`config.mk`:
```
export PLATFORM = sky130hd
export DESIGN_NAME = bsc_engine
export DESIGN_NICKNAME = d
export VERILOG_FILES = /design/src/bsc_pkg.sv /design/src/bsc_step.sv /design/src/bsc_ptr.sv /design/src/bsc_engine.sv
export SDC_FILE = /design/constraint.sdc
export NUM_CORES = 1
export LEC_CHECK = 0
export BUFFER_PORTS_ARGS = -buffer_cell sky130_fd_sc_hd__buf_2
export CORE_MARGIN = 8
export CORE_UTILIZATION = 35
export CTS_CLUSTER_DIAMETER = 50
export DETAILED_ROUTE_END_ITERATION = 6
export PLACE_DENSITY_LB_ADDON = 0.08
export SKIP_LAST_GASP = 1
export SYNTH_ARGS = -nofsm -noshare
export SYNTH_HDL_FRONTEND = slang
export SYNTH_HIERARCHICAL = 1
export SYNTH_SLANG_ARGS = --single-unit
export TNS_END_PERCENT = 5
```
`constraint.sdc`:
```
create_clock -name i_mclk -period 5.9 [get_ports i_mclk]
set_input_delay 0.295 -clock i_mclk [delete_from_list [all_inputs] [get_ports i_mclk]]
set_output_delay 0.295 -clock i_mclk [all_outputs]
set_load 0.1 [all_outputs]
```
`src/bsc_pkg.sv`:
```
package bsc_pkg;

  // Register indices on the plain register port
  localparam logic [1:0] BSC_ADDR_CTRL = 2'h0;
  localparam logic [1:0] BSC_ADDR_INPUT = 2'h1;
  localparam logic [1:0] BSC_ADDR_DATA = 2'h2;
  localparam int BSC_ADDR_W = 2;

  // Control register field positions
  localparam int BSC_CTRL_PTR_LSB = 0;
  localparam int BSC_CTRL_VAL_BIT = 2;
  localparam int BSC_CTRL_INIT_BIT = 3;
  localparam int BSC_CTRL_SEL_BIT = 4;

  // Polynomials and presets
  localparam logic [15:0] BSC_POLY16 = 16'h1021;
  localparam logic [31:0] BSC_POLY32 = 32'h04C1_1DB7;
  localparam logic [31:0] BSC_POLY32_REFL = 32'hEDB8_8320;
  localparam logic [31:0] BSC_PRESET_ZERO = 32'h0000_0000;
  localparam logic [31:0] BSC_PRESET_ONES = 32'hFFFF_FFFF;
  localparam logic [7:0] BSC_CTRL_RESET = 8'h00;

  // Polynomial select encoding
  localparam logic BSC_SEL_32 = 1'b0;
  localparam logic BSC_SEL_16 = 1'b1;

  // Register port request
  typedef struct packed {
    logic wr;
    logic rd;
    logic [BSC_ADDR_W-1:0] addr;
    logic [7:0] wdata;
  } bsc_req_t;

endpackage

```
`src/bsc_step.sv`:
```
`timescale 1ns/10ps
`default_nettype none
module bsc_step
  import bsc_pkg::*;
(
  input wire logic [31:0] i_acc,
  input wire logic [7:0] i_byte,
  input wire logic i_sel16,
  output logic [31:0] o_acc
);

  ////////////////////////////////////////////////////////////////////////
  // One whole byte folded in a single pass of combinational logic
  always_comb begin
    logic [15:0] a16;
    logic [31:0] a32;
    a16 = i_acc[15:0] ^ {i_byte, 8'h00}; // RULE_04
    a32 = i_acc ^ {24'h00_0000, i_byte}; // RULE_07
    for (int i = 0; i < 8; i++) begin
      // Left shift, poly when old top bit set
      if (a16[15]) begin
        a16 = {a16[14:0], 1'b0} ^ BSC_POLY16; // RULE_05
      end else begin
        a16 = {a16[14:0], 1'b0};
      end
      // Right shift, reflected poly when bit out set
      if (a32[0]) begin
        a32 = {1'b0, a32[31:1]} ^ BSC_POLY32_REFL; // RULE_08
      end else begin
        a32 = {1'b0, a32[31:1]}; // RULE_06
      end
    end
    o_acc = i_sel16 ? {16'h0000, a16} : a32; // RULE_01
  end

endmodule
`default_nettype wire

```
`src/bsc_ptr.sv`:
```
`timescale 1ns/10ps
`default_nettype none
module bsc_ptr
  import bsc_pkg::*;
(
  input wire logic i_mclk,
  input wire logic i_resetn,
  input wire logic i_load,
  input wire logic [1:0] i_load_val,
  input wire logic i_step,
  output logic [1:0] o_ptr
);

  ////////////////////////////////////////////////////////////////////////
  // Byte pointer: load from control write, advance per data access
  logic [1:0] ptr_ff;
  always_ff @(posedge i_mclk or negedge i_resetn) begin
    if (!i_resetn) begin
      ptr_ff <= 2'h0;
    end else if (i_load) begin
      ptr_ff <= i_load_val;
    end else if (i_step) begin
      ptr_ff <= ptr_ff + 2'h1; // RULE_14
    end
  end
  assign o_ptr = ptr_ff;

endmodule
`default_nettype wire

```
`src/bsc_engine.sv`:
```
// Operation
// RULE_01 - Offer 16-bit poly 0x1021 and 32-bit poly 0x04C11DB7; width follows.
// RULE_02 - Each byte written to the input register folds into the result.
// RULE_03 - Result lives internally; reached only via pointer and data port. The engine also mirrors it out on o_result.
// RULE_04 - 16-bit mode: XOR byte into upper eight result bits first.
// RULE_05 - 16-bit mode: eight left shifts, XOR 0x1021 when top bit was set.
// RULE_06 - 32-bit mode computes a reflected CRC.
// RULE_07 - 32-bit mode: XOR byte into lowest eight result bits first.
// RULE_08 - 32-bit mode: eight right shifts, XOR 0xEDB88320 when bit out set.
// RULE_09 - Result presets to all zeros or all ones.
// RULE_10 - Polynomial select 0 means 32-bit, 1 means 16-bit.
// RULE_11 - Initial value select 0 means zeros, 1 means ones.
// RULE_12 - Writing 1 to the init strobe loads the chosen preset.
// RULE_13 - Every input byte write yields an updated result.
// RULE_14 - Pointer picks the data port byte and advances after each access.
// RULE_15 - Result holds until init, port overwrite, or new input byte.
// RULE_16 - One byte update per clock; back-to-back writes never stall.
//
// Design decisions made here: the placing of the registers and the address-and-strobe port.
`timescale 1ns/10ps
`default_nettype none
module bsc_engine
  import bsc_pkg::*;
(
  input wire logic i_mclk,
  input wire logic i_resetn,
  input wire logic [BSC_ADDR_W-1:0] i_addr,
  input wire logic [7:0] i_wdata,
  input wire logic i_wr,
  input wire logic i_rd,
  output logic [7:0] o_rdata,
  output logic [31:0] o_result,
  output logic o_sel16
);

  ////////////////////////////////////////////////////////////////////////
  // Request bundle and decode
  bsc_req_t req;
  assign req = '{wr: i_wr, rd: i_rd, addr: i_addr, wdata: i_wdata};

  logic wr_ctrl;
  logic wr_input;
  logic wr_data;
  logic rd_data;
  assign wr_ctrl = req.wr && (req.addr == BSC_ADDR_CTRL);
  assign wr_input = req.wr && (req.addr == BSC_ADDR_INPUT);
  assign wr_data = req.wr && (req.addr == BSC_ADDR_DATA);
  assign rd_data = req.rd && (req.addr == BSC_ADDR_DATA);

  ////////////////////////////////////////////////////////////////////////
  // Control settings
  logic sel16_ff;
  logic val_ff;
  always_ff @(posedge i_mclk or negedge i_resetn) begin
    if (!i_resetn) begin
      sel16_ff <= BSC_CTRL_RESET[BSC_CTRL_SEL_BIT];
      val_ff <= BSC_CTRL_RESET[BSC_CTRL_VAL_BIT];
    end else if (wr_ctrl) begin
      sel16_ff <= req.wdata[BSC_CTRL_SEL_BIT]; // RULE_10
      val_ff <= req.wdata[BSC_CTRL_VAL_BIT]; // RULE_11
    end
  end

  ////////////////////////////////////////////////////////////////////////
  // Result pointer
  logic [1:0] ptr;
  bsc_ptr u_ptr (
    .i_mclk(i_mclk),
    .i_resetn(i_resetn),
    .i_load(wr_ctrl),
    .i_load_val(req.wdata[BSC_CTRL_PTR_LSB +: 2]),
    .i_step(wr_data || rd_data),
    .o_ptr(ptr)
  );

  // In 16-bit mode the pointer top bit is ignored
  logic [1:0] lane;
  assign lane = sel16_ff ? {1'b0, ptr[0]} : ptr;

  ////////////////////////////////////////////////////////////////////////
  // Single-cycle byte fold
  logic [31:0] result_ff;
  logic [31:0] nxt_fold;
  bsc_step u_step (
    .i_acc(result_ff),
    .i_byte(req.wdata),
    .i_sel16(sel16_ff),
    .o_acc(nxt_fold)
  );

  ////////////////////////////////////////////////////////////////////////
  // Result register: init beats input, port write touches one byte
  logic init_hit;
  logic [31:0] preset;
  assign init_hit = wr_ctrl && req.wdata[BSC_CTRL_INIT_BIT];
  assign preset = req.wdata[BSC_CTRL_VAL_BIT] ? BSC_PRESET_ONES
                                              : BSC_PRESET_ZERO; // RULE_09
  always_ff @(posedge i_mclk or negedge i_resetn) begin
    if (!i_resetn) begin
      result_ff <= BSC_PRESET_ZERO;
    end else if (init_hit) begin
      result_ff <= preset; // RULE_12
    end else if (wr_input) begin
      result_ff <= nxt_fold; // RULE_02 RULE_13 RULE_16
    end else if (wr_data) begin
      result_ff[lane*8 +: 8] <= req.wdata; // RULE_03
    end
  end // Otherwise held: RULE_15

  ////////////////////////////////////////////////////////////////////////
  // Read data, one cycle after the strobe, zero otherwise
  always_ff @(posedge i_mclk or negedge i_resetn) begin
    if (!i_resetn) begin
      o_rdata <= 8'h00;
    end else if (req.rd) begin
      unique case (req.addr)
        BSC_ADDR_CTRL: o_rdata <= {3'b000, sel16_ff, 1'b0, val_ff, ptr};
        BSC_ADDR_DATA: o_rdata <= result_ff[lane*8 +: 8]; // RULE_03
        default: o_rdata <= 8'h00;
      endcase
    end else begin
      o_rdata <= 8'h00;
    end
  end

  // Mirrors of internal state for observation
  always_ff @(posedge i_mclk or negedge i_resetn) begin
    if (!i_resetn) begin
      o_result <= BSC_PRESET_ZERO;
      o_sel16 <= 1'b0;
    end else begin
      o_result <= result_ff;
      o_sel16 <= sel16_ff;
    end
  end

  ////////////////////////////////////////////////////////////////////////
  // Checks: control settings

  // Control write takes the polynomial select bit
  a_sel_sets: assert property ( // RULE_10
    @(posedge i_mclk) disable iff (!i_resetn)
    wr_ctrl |=> sel16_ff == $past(req.wdata[BSC_CTRL_SEL_BIT]))
    else $error("poly select not taken");

  // Control write takes the initial value select bit
  a_val_sets: assert property ( // RULE_11
    @(posedge i_mclk) disable iff (!i_resetn)
    wr_ctrl |=> val_ff == $past(req.wdata[BSC_CTRL_VAL_BIT]))
    else $error("init value select not taken");

  // Settings move only on a control write
  a_cfg_hold: assert property ( // RULE_11
    @(posedge i_mclk) disable iff (!i_resetn)
    !wr_ctrl |=> $stable(sel16_ff) && $stable(val_ff))
    else $error("settings moved without a control write");

  ////////////////////////////////////////////////////////////////////////
  // Checks: result pointer and byte lanes

  // Control write loads the pointer field
  a_ptr_load: assert property ( // RULE_14
    @(posedge i_mclk) disable iff (!i_resetn)
    wr_ctrl |=> ptr == $past(req.wdata[BSC_CTRL_PTR_LSB +: 2]))
    else $error("pointer not loaded");

  // Data port read advances the pointer
  a_ptr_step: assert property ( // RULE_14
    @(posedge i_mclk) disable iff (!i_resetn)
    (rd_data && !wr_ctrl) |=> ptr == $past(ptr) + 2'h1)
    else $error("pointer did not advance");

  // Data port write advances the pointer
  a_ptr_wstep: assert property ( // RULE_14
    @(posedge i_mclk) disable iff (!i_resetn)
    (wr_data && !wr_ctrl) |=> ptr == $past(ptr) + 2'h1)
    else $error("pointer did not advance on write");

  // Pointer holds between accesses
  a_ptr_hold: assert property ( // RULE_14
    @(posedge i_mclk) disable iff (!i_resetn)
    !(wr_ctrl || wr_data || rd_data) |=> $stable(ptr))
    else $error("pointer moved without access");

  // Half-width result keeps the upper lanes out of reach
  a_lane_narrow: assert property ( // RULE_03
    @(posedge i_mclk) disable iff (!i_resetn)
    sel16_ff |-> !lane[1])
    else $error("16-bit lane out of range");

  // Full-width result maps the pointer straight to a lane
  a_lane_wide: assert property ( // RULE_14
    @(posedge i_mclk) disable iff (!i_resetn)
    !sel16_ff |-> lane == ptr)
    else $error("32-bit lane differs from pointer");

  // Half-width pointer alternates between the two lanes
  a_lane_toggle: assert property ( // RULE_14
    @(posedge i_mclk) disable iff (!i_resetn)
    (sel16_ff && (rd_data || wr_data) && !wr_ctrl)
    |=> lane[0] != $past(lane[0]))
    else $error("16-bit lane did not alternate");

  ////////////////////////////////////////////////////////////////////////
  // Checks: result register

  // Init strobe loads the preset picked in the same write
  a_init_loads: assert property ( // RULE_12
    @(posedge i_mclk) disable iff (!i_resetn)
    init_hit |=> (result_ff == $past(preset)))
    else $error("init did not load preset");

  // All-ones preset fills the whole result
  a_preset_ones: assert property ( // RULE_09
    @(posedge i_mclk) disable iff (!i_resetn)
    (init_hit && req.wdata[BSC_CTRL_VAL_BIT]) |=> result_ff == BSC_PRESET_ONES)
    else $error("ones preset wrong");

  // All-zeros preset clears the whole result
  a_preset_zero: assert property ( // RULE_09
    @(posedge i_mclk) disable iff (!i_resetn)
    (init_hit && !req.wdata[BSC_CTRL_VAL_BIT]) |=> result_ff == BSC_PRESET_ZERO)
    else $error("zeros preset wrong");

  // Every input byte lands in the result one cycle later
  a_fold_each: assert property ( // RULE_13
    @(posedge i_mclk) disable iff (!i_resetn)
    (wr_input && !init_hit) |=> result_ff == $past(nxt_fold))
    else $error("input byte not folded");

  // Back-to-back input writes each fold without a stall
  a_fold_b2b: assert property ( // RULE_16
    @(posedge i_mclk) disable iff (!i_resetn)
    wr_input [*2] |=> result_ff == $past(nxt_fold))
    else $error("second back-to-back byte lost");

  // Half-width fold leaves the upper half clear
  a_high_zero16: assert property ( // RULE_04
    @(posedge i_mclk) disable iff (!i_resetn)
    (wr_input && sel16_ff && !init_hit) |=> result_ff[31:16] == 16'h0000)
    else $error("16-bit fold touched upper half");

  // Byte equal to the top result byte leaves a plain left shift
  a_fold16_hi: assert property ( // RULE_05
    @(posedge i_mclk) disable iff (!i_resetn)
    (wr_input && sel16_ff && req.wdata == result_ff[15:8])
    |=> result_ff[15:0] == {$past(result_ff[7:0]), 8'h00})
    else $error("16-bit matched-byte fold wrong");

  // Byte equal to the low result byte leaves a plain right shift
  a_fold32_lo: assert property ( // RULE_07
    @(posedge i_mclk) disable iff (!i_resetn)
    (wr_input && !sel16_ff && !init_hit && req.wdata == result_ff[7:0])
    |=> result_ff == {8'h00, $past(result_ff[31:8])})
    else $error("32-bit zero-byte fold wrong");

  // Result holds when nothing addresses it
  a_hold_idle: assert property ( // RULE_15
    @(posedge i_mclk) disable iff (!i_resetn)
    !(wr_ctrl || wr_input || wr_data) |=> $stable(result_ff))
    else $error("result changed without cause");

  // Control write without init leaves the result alone
  a_ctrl_keeps: assert property ( // RULE_15
    @(posedge i_mclk) disable iff (!i_resetn)
    (wr_ctrl && !init_hit) |=> $stable(result_ff))
    else $error("control write disturbed result");

  // Reading the data port leaves the result alone
  a_rd_keeps: assert property ( // RULE_15
    @(posedge i_mclk) disable iff (!i_resetn)
    rd_data |=> $stable(result_ff))
    else $error("port read disturbed result");

  // Writes to the unmapped index change nothing
  a_odd_write: assert property ( // RULE_15
    @(posedge i_mclk) disable iff (!i_resetn)
    (req.wr && !(wr_ctrl || wr_input || wr_data))
    |=> $stable(result_ff) && $stable(ptr) && $stable(sel16_ff))
    else $error("unmapped write changed state");

  // Per-lane checks of the data port
  for (genvar g = 0; g < 4; g++) begin : g_lane
    // Port write lands in the selected lane
    a_port_byte: assert property ( // RULE_03
      @(posedge i_mclk) disable iff (!i_resetn)
      (wr_data && lane == 2'(g))
      |=> result_ff[8*g +: 8] == $past(req.wdata))
      else $error("port write missed its lane");

    // Port write leaves the other lanes alone
    a_port_other: assert property ( // RULE_15
      @(posedge i_mclk) disable iff (!i_resetn)
      (wr_data && lane != 2'(g)) |=> $stable(result_ff[8*g +: 8]))
      else $error("port write touched another lane");

    // Port read returns the selected lane
    a_rdata_byte: assert property ( // RULE_03
      @(posedge i_mclk) disable iff (!i_resetn)
      (rd_data && lane == 2'(g))
      |=> o_rdata == $past(result_ff[8*g +: 8]))
      else $error("port read returned the wrong lane");
  end

  ////////////////////////////////////////////////////////////////////////
  // Checks: read port and mirrors

  // Read data is zero outside the read slot
  a_rdata_slot: assert property ( // RULE_03
    @(posedge i_mclk) disable iff (!i_resetn)
    !req.rd |=> o_rdata == 8'h00)
    else $error("read data outside read slot");

  // Control read returns the settings and pointer
  a_rdata_ctrl: assert property ( // RULE_10
    @(posedge i_mclk) disable iff (!i_resetn)
    (req.rd && req.addr == BSC_ADDR_CTRL) |=> o_rdata ==
      {3'b000, $past(sel16_ff), 1'b0, $past(val_ff), $past(ptr)})
    else $error("control read wrong");

  // Input register reads as zero
  a_rdata_input: assert property ( // RULE_03
    @(posedge i_mclk) disable iff (!i_resetn)
    (req.rd && req.addr == BSC_ADDR_INPUT) |=> o_rdata == 8'h00)
    else $error("input read not zero");

  // Unmapped index reads as zero
  a_rdata_odd: assert property ( // RULE_03
    @(posedge i_mclk) disable iff (!i_resetn)
    (req.rd && req.addr != BSC_ADDR_CTRL && req.addr != BSC_ADDR_INPUT
      && req.addr != BSC_ADDR_DATA) |=> o_rdata == 8'h00)
    else $error("unmapped read not zero");

  // Result mirror trails the result by one cycle
  a_mirror_res: assert property ( // RULE_13
    @(posedge i_mclk) disable iff (!i_resetn)
    1'b1 |=> o_result == $past(result_ff))
    else $error("result mirror out of step");

  // Select mirror trails the setting by one cycle
  a_mirror_sel: assert property ( // RULE_10
    @(posedge i_mclk) disable iff (!i_resetn)
    1'b1 |=> o_sel16 == $past(sel16_ff))
    else $error("select mirror out of step");

endmodule
`default_nettype wire

```
### Yosys cells after proc, flatten, opt, wreduce, memory -nomap -nowiden

Index checks and enable logic that the tools add are counted.

* bits in registers: 77
* bits of input ports: 14
* output and inout bits: 41

* add/subtract/negate cells: 2
* equal/unequal tests: 2
* shift-type cells: 3
* multiplexer cells: 27
* bitwise gates (word level): 18
* reduce and logical (&&, ||, !) cells: 9

Operators by type and width (number)
* two-way mux 32 bit: 13
* inverter 13 -> 14 bit: 8
* two-way mux 13 bit: 8
* negation 5 -> 34 bit: 1
* variable shift 8 x 34 -> 32 bit (first input constant): 1
* indexed part select 8 x 34 -> 32 bit: 1
* bitwise mux 32 bit: 1
* indexed part select 32 x 6 -> 8 bit: 1
* XOR 32 x 8 -> 32 bit: 1
* inverter 3 bit: 8
* one-hot mux 8 bit (2 select lines): 1
* XOR 16 bit: 1
* two-way mux 8 bit: 1
* two-way mux 2 bit: 3
* logical AND 1 bit: 5
* nonzero test 3 bit: 1
* adder 2 x 1 -> 2 bit (second input constant): 1
* == test 2 x 1 -> 1 bit (second input constant): 1
* == test 2 bit (second input constant): 1
* zero test 2 bit: 1
* nonzero test 2 bit: 1
* logical OR 1 bit: 1

### Depth between registers and ports, before layout

* depth after elaboration: 20
* gate-level depth with buffers: 9

### Modules after synthesis

Netlist, hierarchy kept.

Modules (own cells, without submodules)
* bsc_engine: times used 1, cells each 286, area an instance 3311.9 sq um, seq. area each 1876.8 sq um
* bsc_step: times used 1, cells each 145, area an instance 1207.4 sq um, seq. area each 0.0 sq um
* bsc_ptr: times used 1, cells each 9, area an instance 100.1 sq um, seq. area each 50.0 sq um

### Least setup slack after synthesis

Ideal clock, no wire load.

* kind: register to register
* start point: register result_ff[0]
* end point: register result_ff[23]
* library setup time: 0.125 ns
* arrival time: 2.343 ns
* required time: 5.775 ns
* path slack: 3.432 ns
* stages on the path, launching flop included: 9
* buffers on the path: 0
* clock period less this slack: 2.468 ns
* cell sequence: dfrtp_1 > xnor2_4 > xor2_1 > xnor2_2 > xnor2_2 > mux2_1 > a21oi_1 > o2bb2ai_1 > mux2_2

* word-level cells in the longest chain between the ends: 17

RTL lines
* from (decl): RTL line bsc_engine.sv:82 `logic [31:0] result_ff;`
* from (signal assigned): RTL line bsc_engine.sv:102 `result_ff <= preset;`
* from (signal assigned): RTL line bsc_engine.sv:104 `result_ff <= nxt_fold;`
* from (signal, indexed assignment): RTL line bsc_engine.sv:106 `result_ff[lane*8 +: 8] <= req.wdata;`
* XOR 32 x 8 -> 32 bit (*): RTL line bsc_step.sv:18 `a32 = i_acc ^ {24'h00_0000, i_byte};`
* two-way mux 32 bit (*): RTL line bsc_step.sv:27 `if (a32[0]) begin`
* inverter 13 -> 14 bit (no source line)
* two-way mux 32 bit (*) (2 in a row): RTL line bsc_step.sv:27
* inverter 13 -> 14 bit (no source line)
* two-way mux 32 bit (*): RTL line bsc_step.sv:27
* inverter 13 -> 14 bit (no source line)
* two-way mux 32 bit (*) (2 in a row): RTL line bsc_step.sv:27
* inverter 13 -> 14 bit (no source line)
* two-way mux 32 bit (*): RTL line bsc_step.sv:27
* inverter 13 -> 14 bit (no source line)
* two-way mux 32 bit (*): RTL line bsc_step.sv:27
* two-way mux 32 bit (*): RTL line bsc_step.sv:33 `o_acc = i_sel16 ? {16'h0000, a16} : a32;`
* via nxt_fold[23]: RTL line bsc_engine.sv:83 `logic [31:0] nxt_fold;`
* two-way mux 32 bit (*): RTL line bsc_engine.sv:103 `end else if (wr_input) begin`
* two-way mux 32 bit (*): RTL line bsc_engine.sv:101 `end else if (init_hit) begin`

Mark *: on every way through the listed nets, which the timed path passes. The rest lies on a longest branch.
A chain may end at the register's enable or synchronous reset.

### Worst setup path in the final report

* start point: register result_ff[0]
* end point: register result_ff[20]

The elaborated chain is that of the path after synthesis.

==> results.sh <==
export IMPL_tightest_slew_ps=1041
export IMPL_cp_required_ps=6130
export IMPL_crit_chain="xnor2_4 -> xor2_1 -> xnor2_2 -> xnor2_2 -> mux2_1 -> a21oi_1 -> o2bb2ai_1 -> mux2_2"
export IMPL_worst_path_stages=8
export IMPL_postCtsSetupBuffers=0
export IMPL_highest_layer="met4"
export IMPL_worstPathMaxFanout=8
export IMPL_synth_top_flop_cell="dfrtp_1"
export IMPL_hp_class="in -> async"
export IMPL_rows=42
export IMPL_die_area_sq_um=17130
export IMPL_synthCells=440
export IMPL_seq_area_frac_synth_pct=41.71
export IMPL_fp_dieH_um=130.9
export IMPL_worst_path_buf_inv=0
export IMPL_clock_latency_ps=340
export IMPL_initial_utilization_pct=35.30
export IMPL_power_density_nw_per_um2=537.6
export IMPL_cts_tree="built"
export IMPL_synth_edf_count=0
export IMPL_slew_headroom_pct=30.12
export IMPL_ios=55
export IMPL_startpoint="result_ff[0]"
export IMPL_htreeDepth=3
export IMPL_yosys_warnings=6
export IMPL_place_area_sq_um=5026
export IMPL_synth_distinct_cells=46
export IMPL_drcViolationCount=0
export IMPL_status="finished, final reports clean"
export IMPL_first_pass_iters=4
export IMPL_antenna_found_initial=0
export IMPL_netlist_area_sq_um=4619
export IMPL_endpoint="result_ff[20]"
export IMPL_nets=503
export IMPL_wl_um=12620
export IMPL_crit_type="reg -> reg"
export IMPL_r2r_slack_ps=2950
export IMPL_start_kind="flop"
export IMPL_clock_path_buffers=2
export IMPL_syn_avg_cell_area_sq_um=10.50
export IMPL_grt_pass1_vias=3355
export IMPL_wl_met1_um=6271
export IMPL_synthArstFlopShare_pct=100.0
export IMPL_synth_top_area_cell="dfrtp_1"
export IMPL_p_leak_nw=2.394
export IMPL_hold_viol_final=0
export IMPL_rsz0062_at_grt="no"
export IMPL_grt_util_all_layers_pct=15.88
export IMPL_wl_met3_um=498
export IMPL_overflow=0
export IMPL_cp_arrival_ps=3190
export IMPL_root_buffer="clkbuf_16"
export IMPL_fin_total_pwr_w=0.002860
export IMPL_cts_hold_fix_buffers=0
export IMPL_dr_wl_met2_um=5612
export IMPL_fin_crit_ps=2955
export IMPL_place_congestion=0.8381
export IMPL_fin_area_sq_um=5320
export IMPL_rr_worst_depth=8
export IMPL_setup_viol=0
export IMPL_syn2layout_area_growth_pct=15.17
export IMPL_die_w_um=130.9
export IMPL_ant_nets=0
export IMPL_core_sq_um=13090
export IMPL_r2r_end="result_ff[20]"
export IMPL_dpl_hpwl_um=8710
export IMPL_ys_top_cells_by_area="dfrtp_1, xnor2_1, a21oi_1"
export IMPL_numPortBuffers=54
export IMPL_critPathSlowestCell="xor2_1"
export IMPL_clkSinkCount=77
export IMPL_timing_rr_start="result_ff[0]"
export IMPL_grt_max_degree=78
export IMPL_clk_pin_slew_ps=60
export IMPL_fmax_mhz=338.5
export IMPL_fin_skew_ps=5.873
export IMPL_setup_tns_ps=0
export IMPL_detail_route_wl_per_cell_um=18.98
export IMPL_crit_top_cell="xnor2_2"
export IMPL_drive_gt1_share_pct=21.88
export IMPL_worst_setup_path_end_kind="flop"
export IMPL_drv_slew=0
export IMPL_numCtsBuffers=9
export IMPL_slowest_delay_ps=610
export IMPL_irDropWorstVdd_mv=0.1874
export IMPL_cap_violations=0
export IMPL_num_vias=3303
export IMPL_syn_nets=459
export IMPL_synth_ff_latch_count=77
export IMPL_finalCritPeriodShare_pct=50.08
export IMPL_via_per_inst=4.967
export IMPL_yosys_area_top_type_share_pct=41.71
export IMPL_crit_family="XOR/XNOR gates"
export IMPL_grt_pass1_wl_um=20100
export IMPL_post_cts_resized=0
export IMPL_initialDrtViolationCount=292
export IMPL_diodes=0
[routing by layer]
metal  global-route usage [%]  vias to the layer above
li1                         -                     1605
met1                    22.12                     1621
met2                    23.49                       60
met3                    2.841                       17
met4                    7.225                        0
met5                        0                        -
[registers in the layout, summed over array words and instances (netlist names)]
| register | cells |
|---|---|
| o_result | 32 |
| result_ff | 32 |
| o_rdata | 8 |
| u_ptr/o_ptr | 2 |
| o_sel16 | 1 |
| sel16_ff | 1 |
| val_ff | 1 |
[worst min-delay path by stage]
stage,end,from,slack [ps]
after detailed placement,o_result[21],result_ff[21],440
after global routing,o_result[15],i_resetn,210
after global placement,o_result[21],result_ff[21],450
after floorplan,o_rdata[0],i_resetn,-0.6
final,o_result[6],i_resetn,110
after CTS,o_result[15],i_resetn,150
[power breakdown]
group          internal [W]  total, W  leakage, nW  switching [W]
sequential         0.000633  0.000767         1.04       0.000134
combinational      0.000560   0.00155         1.21       0.000988
clock              0.000337  0.000546        0.143       0.000209
total               0.00153   0.00286         2.39        0.00133
[logic make-up after synthesis]
kind of cell               Yosys count  synth area share (%)
AOI/OAI and AO/OA                  108                 14.68
xor gates and xnor gates            91                 20.18
muxes                               38                 10.16
DFF                                 77                 41.71
and+or+nand+nor                     96                 9.561
buffers and inverters               25                 2.356
adders and majority gates            5                 1.354
[through the flow]
step	hold slack, ps	setup WS (ps)	utilization (%)	cells
floorplan	-0.5911	3432	-	440
global placement	448.0	3001	38.41	649
detailed placement	443.2	2960	38.41	649
CTS	154.3	2931	40.66	665
global route	208.8	2660	40.66	665
finish	114.5	2945	40.66	665
[area by class of cell]
type	count	area (sq um)
inverters	2	7.507
repair buffers	56	287.8
flip-flops and latches	77	1927
fillers	1299	7765
clock inverters	4	47.55
clock buffers	12	246.5
well taps	176	220.2
multi-input cells	338	2584
[cells in the final DEF, fill, tap and decap left out, types with 2 or more instances in the layout]
cell type,Yosys,final
nor3_1,2,2
a2111oi_4,2,2
xor2_4,2,2
o21ai_1,10,10
a21oi_1,53,53
xnor2_1,55,55
and3b_1,3,3
mux2i_1,12,12
xnor2_2,3,3
buf_2,6,53
clkbuf_1,15,2
a21o_1,2,2
nor2b_1,8,8
xor2_1,26,26
dfrtp_1,77,77
nand2_1,48,48
o2bb2ai_1,16,16
o21ai_0,18,18
mux2_2,17,17
nand3b_1,2,2
clkbuf_16,0,9
mux4_2,5,5
xnor2_4,2,2
clkinv_2,0,2
nand2b_1,3,3
buf_4,0,3
ha_1,5,5
nor2_1,24,24
mux2_1,4,4
[synth_stat cells (3+ instances only)]
master and number:
ha_1 5, buf_2 6, nand2_1 48, xor2_1 26, nand2b_1 3, a21oi_1 53, mux2_1 4, o2bb2ai_1 16
o21ai_1 10, and3b_1 3, xnor2_2 3, mux2_2 17, clkbuf_1 15, nor2_1 24, o21ai_0 18, dfrtp_1 77
mux2i_1 12, mux4_2 5, nor2b_1 8, xnor2_1 55
[worst register-to-register path, delay by kind of cell (launching register included)]
family          cells  cell delay (ps)
compound gates      2              230
xor+xnor            4             1500
flops               1              510
mux                 2              600
(Power assumes the default switching activity.)
